==> config.mk <==
export PLATFORM = sky130hd
export DESIGN_NAME = lcp_top
export DESIGN_NICKNAME = d
export VERILOG_FILES = /design/src/rtl/lcp_pkg.sv /design/src/rtl/lcp_top.sv
export SDC_FILE = /design/constraint.sdc
export NUM_CORES = 1
export LEC_CHECK = 0
export BUFFER_PORTS_ARGS = -buffer_cell sky130_fd_sc_hd__buf_2
export CAP_MARGIN = 20
export CORE_MARGIN = 10
export CORE_UTILIZATION = 50
export CTS_CLUSTER_SIZE = 24
export DETAILED_ROUTE_END_ITERATION = 12
export MAX_ROUTING_LAYER = met4
export PLACE_DENSITY = 0.74
export SLEW_MARGIN = 20
export SYNTH_ARGS = -nofsm -noshare
export SYNTH_HDL_FRONTEND = slang
export SYNTH_SLANG_ARGS = --single-unit
export TNS_END_PERCENT = 20
==> constraint.sdc <==
create_clock -name clk -period 2.5 [get_ports clk]
set_input_delay 0.375 -clock clk [delete_from_list [all_inputs] [get_ports clk]]
set_output_delay 0.375 -clock clk [all_outputs]
set_load 0.05 [all_outputs]
==> src/rtl/lcp_pkg.sv <==
// Constants and carrier types for the legacy compatibility and port reset block.
// Assumes a 40 MHz core clock; every user includes nothing and names lcp_pkg:: directly.
`default_nettype none
package lcp_pkg;
  // Port geometry
  localparam int NPORT = 7;
  localparam int PW    = 8;
  localparam int P_C   = 2;
  localparam int P_F   = 5;
  localparam int P_G   = 6;
  // Extended I/O window in data space
  localparam logic [15:0] EXT_IO_LO = 16'h0060;
  localparam logic [15:0] EXT_IO_HI = 16'h00ff;
  // Register map (byte addresses)
  localparam logic [7:0] PORT_END   = 8'h70;
  localparam logic [7:0] OFS_CTRL   = 8'h80;
  localparam logic [7:0] OFS_STAT   = 8'h84;
  localparam logic [7:0] OFS_RSTC   = 8'h88;
  localparam logic [7:0] OFS_ISENSE = 8'h8c;
  localparam logic [1:0] FLD_OUT    = 2'h0;
  localparam logic [1:0] FLD_DIR    = 2'h1;
  localparam logic [1:0] FLD_PU     = 2'h2;
  localparam logic [1:0] FLD_PIN    = 2'h3;
  // Field positions
  localparam int CTRL_ADC  = 0;
  localparam int ST_COMPAT = 0;
  localparam int ST_SPROG  = 1;
  localparam int ST_EXTRST = 2;
  localparam int RC_W      = 5;
  localparam int RC_POR    = 0;
  localparam int RC_EXT    = 1;
  localparam int RC_BOD    = 2;
  localparam int RC_WDT    = 3;
  localparam int RC_JTAG   = 4;
  localparam logic [RC_W-1:0] RC_LEGACY_MASK = 5'h03;
  // Pin images
  localparam logic [PW-1:0] PG_MASK      = 8'h1f;
  localparam logic [PW-1:0] PG_LEGACY_OE = 8'h07;
  localparam logic [PW-1:0] PG_RST_OUT   = 8'h03;
  localparam logic [PW-1:0] JTAG_PINS    = 8'hf0;
  localparam logic [PW-1:0] JTAG_PU      = 8'hb0;
  // External interrupt sense
  localparam int NEXTINT = 8;
  localparam logic [NEXTINT-1:0] LOWLVL_ONLY = 8'hf0;
  localparam logic [1:0] SENSE_LOW = 2'h0;
  // Bus answers
  localparam logic [1:0] RESP_OKAY   = 2'h0;
  localparam logic [1:0] RESP_SLVERR = 2'h2;
  // Reset pin filter timing
  localparam int CLK_NS      = 25;
  localparam int RST_MIN_NS  = 2500;
  localparam int RST_MIN_CYC = (RST_MIN_NS + CLK_NS - 1) / CLK_NS;

  typedef logic [NPORT-1:0][PW-1:0] lcp_bank_t;
  typedef struct packed {
    lcp_bank_t out;
    lcp_bank_t oe;
    lcp_bank_t pu;
  } lcp_pins_t;
  typedef struct packed {
    logic ext_vec_en;
    logic usart1_en;
    logic usart_sync_en;
    logic baud_hi_en;
    logic timer3_en;
    logic ocr_c_en;
    logic twi_en;
    logic boot_en;
    logic osc_cal_en;
    logic xmem_release_en;
    logic xmem_ws_sect_en;
    logic wdt_timed_seq;
    logic rx_fifo_en;
  } lcp_feat_t;
  typedef struct packed {
    logic ext_io_sel;
    logic int_ram_sel;
  } lcp_route_t;
endpackage
`default_nettype wire

==> src/rtl/lcp_top.sv <==
// Legacy compatibility control, port pin reset behaviour and reset cause flags.
// Assumes an AXI4-Lite master on the register side and pad cells that resolve out/oe/pu.
`default_nettype none
module lcp_top #(
  parameter int ADDR_W = 8
) (
  // Clock and reset
  input  wire  logic                     clk,
  input  wire  logic                     resetn,
  // AXI4-Lite slave
  input  wire  logic [ADDR_W-1:0]        s_axi_awaddr,
  input  wire  logic                     s_axi_awvalid,
  output logic                           s_axi_awready,
  input  wire  logic [31:0]              s_axi_wdata,
  input  wire  logic [3:0]               s_axi_wstrb,
  input  wire  logic                     s_axi_wvalid,
  output logic                           s_axi_wready,
  output logic [1:0]                     s_axi_bresp,
  output logic                           s_axi_bvalid,
  input  wire  logic                     s_axi_bready,
  input  wire  logic [ADDR_W-1:0]        s_axi_araddr,
  input  wire  logic                     s_axi_arvalid,
  output logic                           s_axi_arready,
  output logic [31:0]                    s_axi_rdata,
  output logic [1:0]                     s_axi_rresp,
  output logic                           s_axi_rvalid,
  input  wire  logic                     s_axi_rready,
  // Straps and reset sources
  input  wire  logic                     legacy_compat_fuse,
  input  wire  logic                     rst_pin_n,
  input  wire  logic                     por_active,
  input  wire  logic                     por_evt,
  input  wire  logic                     bod_evt,
  input  wire  logic                     wdt_evt,
  input  wire  logic                     jtag_rst_evt,
  input  wire  logic                     serial_prog_enable_pin,
  // Core data access
  input  wire  logic [15:0]              cpu_addr,
  input  wire  logic                     cpu_ldst,
  input  wire  logic                     cpu_io,
  // Test port and memory strobes
  input  wire  logic                     jtag_en,
  input  wire  logic                     tap_shift,
  input  wire  logic [2:0]               xmem_strobe,
  // Port pads
  input  wire  lcp_pkg::lcp_bank_t       pin_in,
  output wire  lcp_pkg::lcp_pins_t       pins,
  output logic                           tdo_oe,
  // Status to the rest of the chip
  output logic                           compat,
  output lcp_pkg::lcp_route_t            route,
  output lcp_pkg::lcp_feat_t             feat,
  output logic [2*lcp_pkg::NEXTINT-1:0]  isense_eff,
  output logic                           ext_reset_req,
  output logic                           serial_prog_mode
);
  localparam int RW = $clog2(lcp_pkg::RST_MIN_CYC + 1);
  localparam logic [RW-1:0] RST_MIN = RW'(lcp_pkg::RST_MIN_CYC);

  logic                         fuse_taken, next_fuse_taken, next_compat;
  logic [7:0]                   aw_q, next_aw_q, ar_word;
  logic [31:0]                  wd_q, next_wd_q, rd_data, next_rdata;
  logic [3:0]                   ws_q, next_ws_q;
  logic                         aw_full, next_aw_full, w_full, next_w_full;
  logic                         do_wr, wr_ok, rd_ok;
  logic                         next_awready, next_wready, next_bvalid, next_arready, next_rvalid;
  logic [1:0]                   next_bresp, next_rresp;
  lcp_pkg::lcp_bank_t           port_out, port_dir, port_pu, next_port_out, next_port_dir, next_port_pu;
  logic                         adc_in_use, next_adc;
  logic [2*lcp_pkg::NEXTINT-1:0] isense, next_isense, next_isense_eff;
  logic [lcp_pkg::RC_W-1:0]     rc, next_rc, rc_set, rc_clr;
  logic [RW-1:0]                rst_cnt, next_rst_cnt;
  logic                         next_ext_req, next_sprog, next_tdo_oe, cpu_in_ext;
  lcp_pkg::lcp_route_t          next_route;
  lcp_pkg::lcp_feat_t           next_feat;

  function automatic logic addr_ok(input logic [7:0] a);
    logic [7:0] w;
    w = {a[7:2], 2'h0};
    return (w < lcp_pkg::PORT_END) || (w == lcp_pkg::OFS_CTRL) || (w == lcp_pkg::OFS_STAT)
        || (w == lcp_pkg::OFS_RSTC) || (w == lcp_pkg::OFS_ISENSE);
  endfunction

  // Fuse capture: one clocked sample after release, then locked
  always_comb begin
    next_fuse_taken = 1'b1;
    next_compat     = fuse_taken ? compat : legacy_compat_fuse;
  end
  always_ff @(posedge clk or negedge resetn) begin
    if (!resetn) begin
      fuse_taken <= 1'b0;
      compat     <= 1'b0;
    end else begin
      fuse_taken <= next_fuse_taken;
      compat     <= next_compat;
    end
  end

  // AXI4-Lite handshakes; address and data may arrive in either order
  always_comb begin
    next_aw_full = aw_full | (s_axi_awvalid & s_axi_awready);
    next_aw_q    = (s_axi_awvalid & s_axi_awready) ? s_axi_awaddr[7:0] : aw_q;
    next_w_full  = w_full | (s_axi_wvalid & s_axi_wready);
    next_wd_q    = (s_axi_wvalid & s_axi_wready) ? s_axi_wdata : wd_q;
    next_ws_q    = (s_axi_wvalid & s_axi_wready) ? s_axi_wstrb : ws_q;
    do_wr        = aw_full & w_full & ~s_axi_bvalid;
    wr_ok        = addr_ok(aw_q);
    next_bvalid  = s_axi_bvalid & ~s_axi_bready;
    next_bresp   = s_axi_bresp;
    if (do_wr) begin
      next_aw_full = 1'b0;
      next_w_full  = 1'b0;
      next_bvalid  = 1'b1;
      next_bresp   = wr_ok ? lcp_pkg::RESP_OKAY : lcp_pkg::RESP_SLVERR;
    end
    next_awready = ~next_aw_full & ~next_bvalid;
    next_wready  = ~next_w_full & ~next_bvalid;
    next_rvalid  = s_axi_rvalid & ~s_axi_rready;
    next_rdata   = s_axi_rdata;
    next_rresp   = s_axi_rresp;
    if (s_axi_arvalid & s_axi_arready) begin
      next_rvalid = 1'b1;
      next_rdata  = rd_data;
      next_rresp  = rd_ok ? lcp_pkg::RESP_OKAY : lcp_pkg::RESP_SLVERR;
    end
    next_arready = ~next_rvalid;
  end
  always_ff @(posedge clk or negedge resetn) begin
    if (!resetn) begin
      aw_full       <= 1'b0;
      w_full        <= 1'b0;
      aw_q          <= 8'h00;
      wd_q          <= 32'h0000_0000;
      ws_q          <= 4'h0;
      s_axi_awready <= 1'b0;
      s_axi_wready  <= 1'b0;
      s_axi_bvalid  <= 1'b0;
      s_axi_bresp   <= lcp_pkg::RESP_OKAY;
      s_axi_arready <= 1'b0;
      s_axi_rvalid  <= 1'b0;
      s_axi_rdata   <= 32'h0000_0000;
      s_axi_rresp   <= lcp_pkg::RESP_OKAY;
    end else begin
      aw_full       <= next_aw_full;
      w_full        <= next_w_full;
      aw_q          <= next_aw_q;
      wd_q          <= next_wd_q;
      ws_q          <= next_ws_q;
      s_axi_awready <= next_awready;
      s_axi_wready  <= next_wready;
      s_axi_bvalid  <= next_bvalid;
      s_axi_bresp   <= next_bresp;
      s_axi_arready <= next_arready;
      s_axi_rvalid  <= next_rvalid;
      s_axi_rdata   <= next_rdata;
      s_axi_rresp   <= next_rresp;
    end
  end

  // Read mux; undefined bits read zero so legacy code sees clean values
  always_comb begin
    ar_word = {s_axi_araddr[7:2], 2'h0};
    rd_ok   = addr_ok(s_axi_araddr[7:0]);
    rd_data = 32'h0000_0000;
    if (ar_word < lcp_pkg::PORT_END) begin
      unique case (ar_word[3:2])
        lcp_pkg::FLD_OUT: rd_data[7:0] = port_out[ar_word[6:4]];
        lcp_pkg::FLD_DIR: rd_data[7:0] = port_dir[ar_word[6:4]];
        lcp_pkg::FLD_PU:  rd_data[7:0] = port_pu[ar_word[6:4]];
        lcp_pkg::FLD_PIN: rd_data[7:0] = pin_in[ar_word[6:4]];
      endcase
      if (ar_word[6:4] == 3'(lcp_pkg::P_G)) rd_data[7:0] = rd_data[7:0] & lcp_pkg::PG_MASK;
    end else if (ar_word == lcp_pkg::OFS_CTRL) begin
      rd_data[lcp_pkg::CTRL_ADC] = adc_in_use;
    end else if (ar_word == lcp_pkg::OFS_STAT) begin
      rd_data[lcp_pkg::ST_COMPAT] = compat;
      rd_data[lcp_pkg::ST_SPROG]  = serial_prog_mode;
      rd_data[lcp_pkg::ST_EXTRST] = ext_reset_req;
    end else if (ar_word == lcp_pkg::OFS_RSTC) begin
      rd_data[lcp_pkg::RC_W-1:0] = compat ? (rc & lcp_pkg::RC_LEGACY_MASK) : rc;
    end else if (ar_word == lcp_pkg::OFS_ISENSE) begin
      rd_data[2*lcp_pkg::NEXTINT-1:0] = isense;
    end
  end

  // Software registers and reset cause flags; a hardware set beats a clear
  always_comb begin
    next_port_out = port_out;
    next_port_dir = port_dir;
    next_port_pu  = port_pu;
    next_adc      = adc_in_use;
    next_isense   = isense;
    rc_clr        = '0;
    if (do_wr && ws_q[0]) begin
      if (aw_q < lcp_pkg::PORT_END) begin
        unique case (aw_q[3:2])
          lcp_pkg::FLD_OUT: next_port_out[aw_q[6:4]] = wd_q[7:0];
          lcp_pkg::FLD_DIR: next_port_dir[aw_q[6:4]] = wd_q[7:0];
          lcp_pkg::FLD_PU:  next_port_pu[aw_q[6:4]]  = wd_q[7:0];
          lcp_pkg::FLD_PIN: next_port_pu[aw_q[6:4]]  = port_pu[aw_q[6:4]];
        endcase
      end else if ({aw_q[7:2], 2'h0} == lcp_pkg::OFS_CTRL) begin
        next_adc = wd_q[lcp_pkg::CTRL_ADC];
      end else if ({aw_q[7:2], 2'h0} == lcp_pkg::OFS_RSTC) begin
        rc_clr = wd_q[lcp_pkg::RC_W-1:0];
      end else if ({aw_q[7:2], 2'h0} == lcp_pkg::OFS_ISENSE) begin
        next_isense[7:0] = wd_q[7:0];
      end
    end
    if (do_wr && ws_q[1] && {aw_q[7:2], 2'h0} == lcp_pkg::OFS_ISENSE) next_isense[15:8] = wd_q[15:8];
    rc_set                   = '0;
    rc_set[lcp_pkg::RC_POR]  = por_evt;
    rc_set[lcp_pkg::RC_EXT]  = next_ext_req & ~ext_reset_req;
    rc_set[lcp_pkg::RC_BOD]  = bod_evt;
    rc_set[lcp_pkg::RC_WDT]  = wdt_evt;
    rc_set[lcp_pkg::RC_JTAG] = jtag_rst_evt;
    if (compat) rc_set = rc_set & lcp_pkg::RC_LEGACY_MASK;
    next_rc = (rc & ~rc_clr) | rc_set;
  end
  always_ff @(posedge clk or negedge resetn) begin
    if (!resetn) begin
      port_out   <= '0;
      port_dir   <= '0;
      port_pu    <= '0;
      adc_in_use <= 1'b0;
      isense     <= '0;
      rc         <= '0;
    end else begin
      port_out   <= next_port_out;
      port_dir   <= next_port_dir;
      port_pu    <= next_port_pu;
      adc_in_use <= next_adc;
      isense     <= next_isense;
      rc         <= next_rc;
    end
  end

  // Reset pin filter, programming strap, test output enable, feature gating
  always_comb begin
    next_rst_cnt = rst_pin_n ? '0 : ((rst_cnt == RST_MIN) ? rst_cnt : rst_cnt + RW'(1));
    next_ext_req = ~rst_pin_n & (next_rst_cnt == RST_MIN);
    next_sprog   = por_active ? ~serial_prog_enable_pin : serial_prog_mode;
    next_tdo_oe  = jtag_en & tap_shift;
    cpu_in_ext   = (cpu_addr >= lcp_pkg::EXT_IO_LO) && (cpu_addr <= lcp_pkg::EXT_IO_HI);
    next_route.ext_io_sel  = cpu_ldst & cpu_in_ext & ~compat;
    next_route.int_ram_sel = cpu_ldst & cpu_in_ext & compat;
    next_feat    = compat ? '0 : '1;
    for (int i = 0; i < lcp_pkg::NEXTINT; i++) begin
      next_isense_eff[2*i +: 2] = (compat && lcp_pkg::LOWLVL_ONLY[i]) ? lcp_pkg::SENSE_LOW : isense[2*i +: 2];
    end
  end
  always_ff @(posedge clk or negedge resetn) begin
    if (!resetn) begin
      rst_cnt          <= '0;
      ext_reset_req    <= 1'b0;
      serial_prog_mode <= 1'b0;
      tdo_oe           <= 1'b0;
      route            <= '0;
      feat             <= '0;
      isense_eff       <= '0;
    end else begin
      rst_cnt          <= next_rst_cnt;
      ext_reset_req    <= next_ext_req;
      serial_prog_mode <= next_sprog;
      tdo_oe           <= next_tdo_oe;
      route            <= next_route;
      feat             <= next_feat;
      isense_eff       <= next_isense_eff;
    end
  end

  // Per-port pad control; pads follow next_compat so legacy images return on the first clock after release
  for (genvar p = 0; p < lcp_pkg::NPORT; p++) begin : g_port
    logic [lcp_pkg::PW-1:0] oe_q, out_q, pu_q, next_oe, next_out, next_pu, rst_oe, rst_pu;
    always_comb begin
      next_out = port_out[p];
      next_oe  = port_dir[p];
      next_pu  = port_pu[p] & ~port_dir[p];
      rst_oe   = '0;
      rst_pu   = '0;
      if (p == lcp_pkg::P_C) begin
        rst_oe = {lcp_pkg::PW{legacy_compat_fuse}};
        if (next_compat) begin
          next_oe = '1;
          next_pu = '0;
        end
      end
      if (p == lcp_pkg::P_F) begin
        if (next_compat || adc_in_use) next_oe = '0;
        if (adc_in_use) next_pu = '0;
        if (jtag_en) begin
          next_oe = next_oe & ~lcp_pkg::JTAG_PINS;
          next_pu = next_pu | lcp_pkg::JTAG_PU;
          rst_pu  = lcp_pkg::JTAG_PU;
        end
      end
      if (p == lcp_pkg::P_G) begin
        rst_oe = legacy_compat_fuse ? lcp_pkg::PG_LEGACY_OE : '0;
        if (next_compat) begin
          next_oe  = lcp_pkg::PG_LEGACY_OE;
          next_out = {5'h00, xmem_strobe};
          next_pu  = '0;
        end
        next_oe  = next_oe & lcp_pkg::PG_MASK;
        next_out = next_out & lcp_pkg::PG_MASK;
        next_pu  = next_pu & lcp_pkg::PG_MASK;
      end
    end
    // Drive enables drop at once on reset, clock or not
    always_ff @(posedge clk or negedge resetn) begin
      if (!resetn) oe_q <= '0;
      else oe_q <= next_oe;
    end
    if (p == lcp_pkg::P_F) begin : g_pu_img
      always_ff @(posedge clk) begin
        if (!resetn) pu_q <= rst_pu;
        else pu_q <= next_pu;
      end
    end else begin : g_pu_async
      always_ff @(posedge clk or negedge resetn) begin
        if (!resetn) pu_q <= '0;
        else pu_q <= next_pu;
      end
    end
    // Strobe idle levels are safe in normal mode too, since oe is low there
    always_ff @(posedge clk or negedge resetn) begin
      if (!resetn) out_q <= (p == lcp_pkg::P_G) ? lcp_pkg::PG_RST_OUT : '0;
      else out_q <= next_out;
    end
    // The oe reset image bypasses the flop so it needs no clock; the port F pu image loads on a clock edge; the fuse is a static strap, no glitch
    assign pins.oe[p]  = resetn ? oe_q : rst_oe;
    assign pins.out[p] = out_q;
    assign pins.pu[p]  = pu_q;
  end
endmodule
`default_nettype wire

==> flow_metrics.tcl <==
set metrics [dict create \
    status "finished clean" \
    clockBufferDepth 3 \
    grt_max_degree 84 \
    htreeDepth 2 \
    die_area_mm2 0.04444 \
    vdd_drop_max_mv 1.043 \
    synth-seq-cells 429 \
    layout_min_cycle_time_ps 2344 \
    drv_cap 0 \
    worst_pin_slew_ps 558.1 \
    synth_top_area_share_pct 57.60 \
    syn2layout_area_growth_pct 23.01 \
    drv_slew 0 \
    finalSetupViolCount 0 \
    final_common_cell "dfrtp_1" \
    postLayoutCellArea_mm2 0.02239 \
    root_buffer "clkbuf_16" \
    worstSetupStartpointType "input port" \
    antenna_left 0 \
    clk_latency_ps 580 \
    wl_met3_um 4031 \
    final_cell_mix "dfrtp_1 (419), buf_2 (327), mux2_2 (238), nand2_1 (77), buf_4 (72)" \
    route.detailed.drc 0 \
    synthTopCellsByArea "dfrtp_1 (58%), mux2_2 (15%), mux4_2 (3.2%)" \
    holdCritPathClass "input port to register" \
    coreArea_mm2 0.03574 \
    io_pins 390 \
    worst_path_max_delay_cell "dlygate4sd3_1" \
    grt_pass1_vias 13354 \
    fmax_ghz 0.4267 \
    path_cells "dlygate4sd3_1 -> buf_8 -> buf_12 -> clkbuf_16 -> and2_1 -> buf_12" \
    start_util_pct 50.93 \
    cts_tree "built" \
    placed_area_mm2 0.02080 \
    setup_tns_ps 0 \
    syn_inst 1369 \
    highest_layer "met4" \
    rsz0062_at_grt "false" \
    firstDrtPassIters 5 \
    ys.flop_type "dfrtp_1" \
    required_ps 2120 \
    syn_area_mm2 0.01820 \
    synth_edf_count 0 \
    skew_ps 27.85 \
    nNetsFinal 1901 \
    die_x_um 210.8 \
    max_stage_delay_ps 560 \
    wl_per_cell_um 25.65 \
    wl_met2_um 28090 \
    antenna_found_initial 5 \
    portBuffers 334 \
    die_y_um 210.8 \
    place.gp.congestion 0.9534 \
    async_flop_share_pct 98.14 \
    power.total_mw 25.86 \
    crit_path_frequent_cell "buf_12" \
    vias_per_cell 5.709 \
    post-cts-setup-buffers 0 \
    grt_usage_pct 26.29 \
    endpoint_kind "output port" \
    critPathKind "input port to output port" \
    cp.arrival_ps 1970 \
    post-route-period-util_pct 93.75 \
    slew_headroom_pct 62.79 \
    cts_sinks 429 \
    yosysWarnings 0 \
    cts_made_buffers 44 \
    drtIter0Drc 1105 \
    dp_hpwl_um 42430 \
    finalHoldViolations 0 \
    p_per_area_mw_per_mm2 1155 \
    seq_area_frac_synth_pct 58.77 \
    drive_gt1_share_pct 43.51 \
    yosysUniqueCellTypes 69 \
    cts.clk_slew.worst_paths_ps 60 \
    cp_max_fo 29 \
    grt_remaining_overflow 0 \
    synth_area_leader_cell "dfrtp_1" \
    dr_total_vias 12856 \
    fillers 2762 \
    wl_met1_um 24090 \
    p_leak_nw 11.54 \
    syn_avg_cell_area_um2 13.30 \
    rows 69 \
    finalWirelength_um 57770 \
    grt_pass1_wl_um 85770 \
]
==> report_power, final <==
part | switching [mW] | leakage, nW | internal (mW)
clock | 2.78 | 0.710 | 3.78
combinational | 5.73 | 5.07 | 2.90
sequential | 1.75 | 5.76 | 8.91
==> cells in the mapped netlist, types with 3 or more instances <==
master,count
o211ai_1,6
o21a_1,3
nand2_1,77
mux2_2,238
a31oi_1,5
nand4b_1,4
clkbuf_1,45
o21ai_0,25
nand2b_1,21
inv_1,28
and3_1,3
a31o_2,3
o31ai_1,3
nand2_2,3
nand3_2,3
nor3_1,10
a22oi_1,20
nand3b_1,6
nor4_1,8
buf_1,5
xor2_1,4
buf_4,50
nor2_2,3
a221o_1,8
buf_2,17
nor2b_1,51
nor2_1,47
nor3b_4,3
nor3b_1,8
mux2i_1,46
dfxtp_1,8
o2bb2ai_1,9
dfrtp_1,419
o22a_1,4
a21oi_1,18
mux4_2,26
nand3_1,5
and2_1,54
a22o_1,14
a221oi_1,18
==> state kept, by name, indices dropped and copies added, names as in the netlist, 2 cells and up <==
name,flops
route,2
g_port.pu_q,53
ws_q,2
rc,5
port_dir,24
wd_q,16
g_port.next_out,48
s_axi_rdata,16
g_port.oe_q,53
g_port.out_q,53
rst_cnt,7
port_out,8
g_port.next_oe,32
aw_q,6
port_pu,56
isense_eff,16
isense,16
==> timing repair <==
action                                 CTS  global route
endpoints found under the hold margin   49             0
setup endpoints to repair                0            28
gates resized for setup                  0             2
hold buffers                             9             0
==> logic make-up after synthesis <==
family,Yosys count,synth area share (%)
buffers and inverters,146,4.159
other,2,0.04126
adders and majority gates,2,0.1375
AOI/OAI and AO/OA,156,6.393
and+or+nand+nor,318,9.740
muxes,310,20.47
DFF,429,58.77
xor gates and xnor gates,6,0.2887
==> final cells by class <==
type	count	area [um2]	share of cell area [%]
flip-flops and latches	429	10700	47.78
diodes	3	7.507	0.03353
well taps	461	576.8	2.576
multi-input cells	820	6850	30.59
clock buffers	62	1229	5.487
repair buffers	429	2705	12.08
clock inverters	19	216.5	0.9667
inverters	29	108.9	0.4861
==> stage by stage <==
stage	util [%]	hold WS, ps	instances	worst slack [ps]
floorplan	-	79.41	1395	305.4
global placement	58.21	254.6	2158	43.01
detailed placement	58.21	257.8	2158	30.79
CTS	62.53	1.817	2248	26.21
global route	62.65	13.45	2252	32.12
finish	62.65	24.15	2252	156.3
==> critical path, delay by kind of cell <==
kind	cells	cell delay [ps]
buffers and inverters	5	1360
and+or+nand+nor	1	200
==> layer usage <==
layer | global-route usage, % | vias up
li1 | - | 5576
met3 | 5.134 | 87
met4 | 7.692 | 0
met2 | 41.32 | 560
met5 | - | -
met1 | 34.17 | 6633
==> final timing paths <==
check,start,endpoint,slack [ps],cells after the start
worst max register to register,aw_q[5],isense[6],170,7
worst min-delay path,jtag_rst_evt,rc[4],20,2
max in group asynchronous,resetn,s_axi_wready,820,6
worst max-delay path,resetn,pins[88],160,6
worst min register to register,g_port[4].next_out[5],g_port[4].out_q[5],380,0
min in group asynchronous,resetn,g_port[1].pu_q[6],400,3
(Power assumes the default switching activity.)
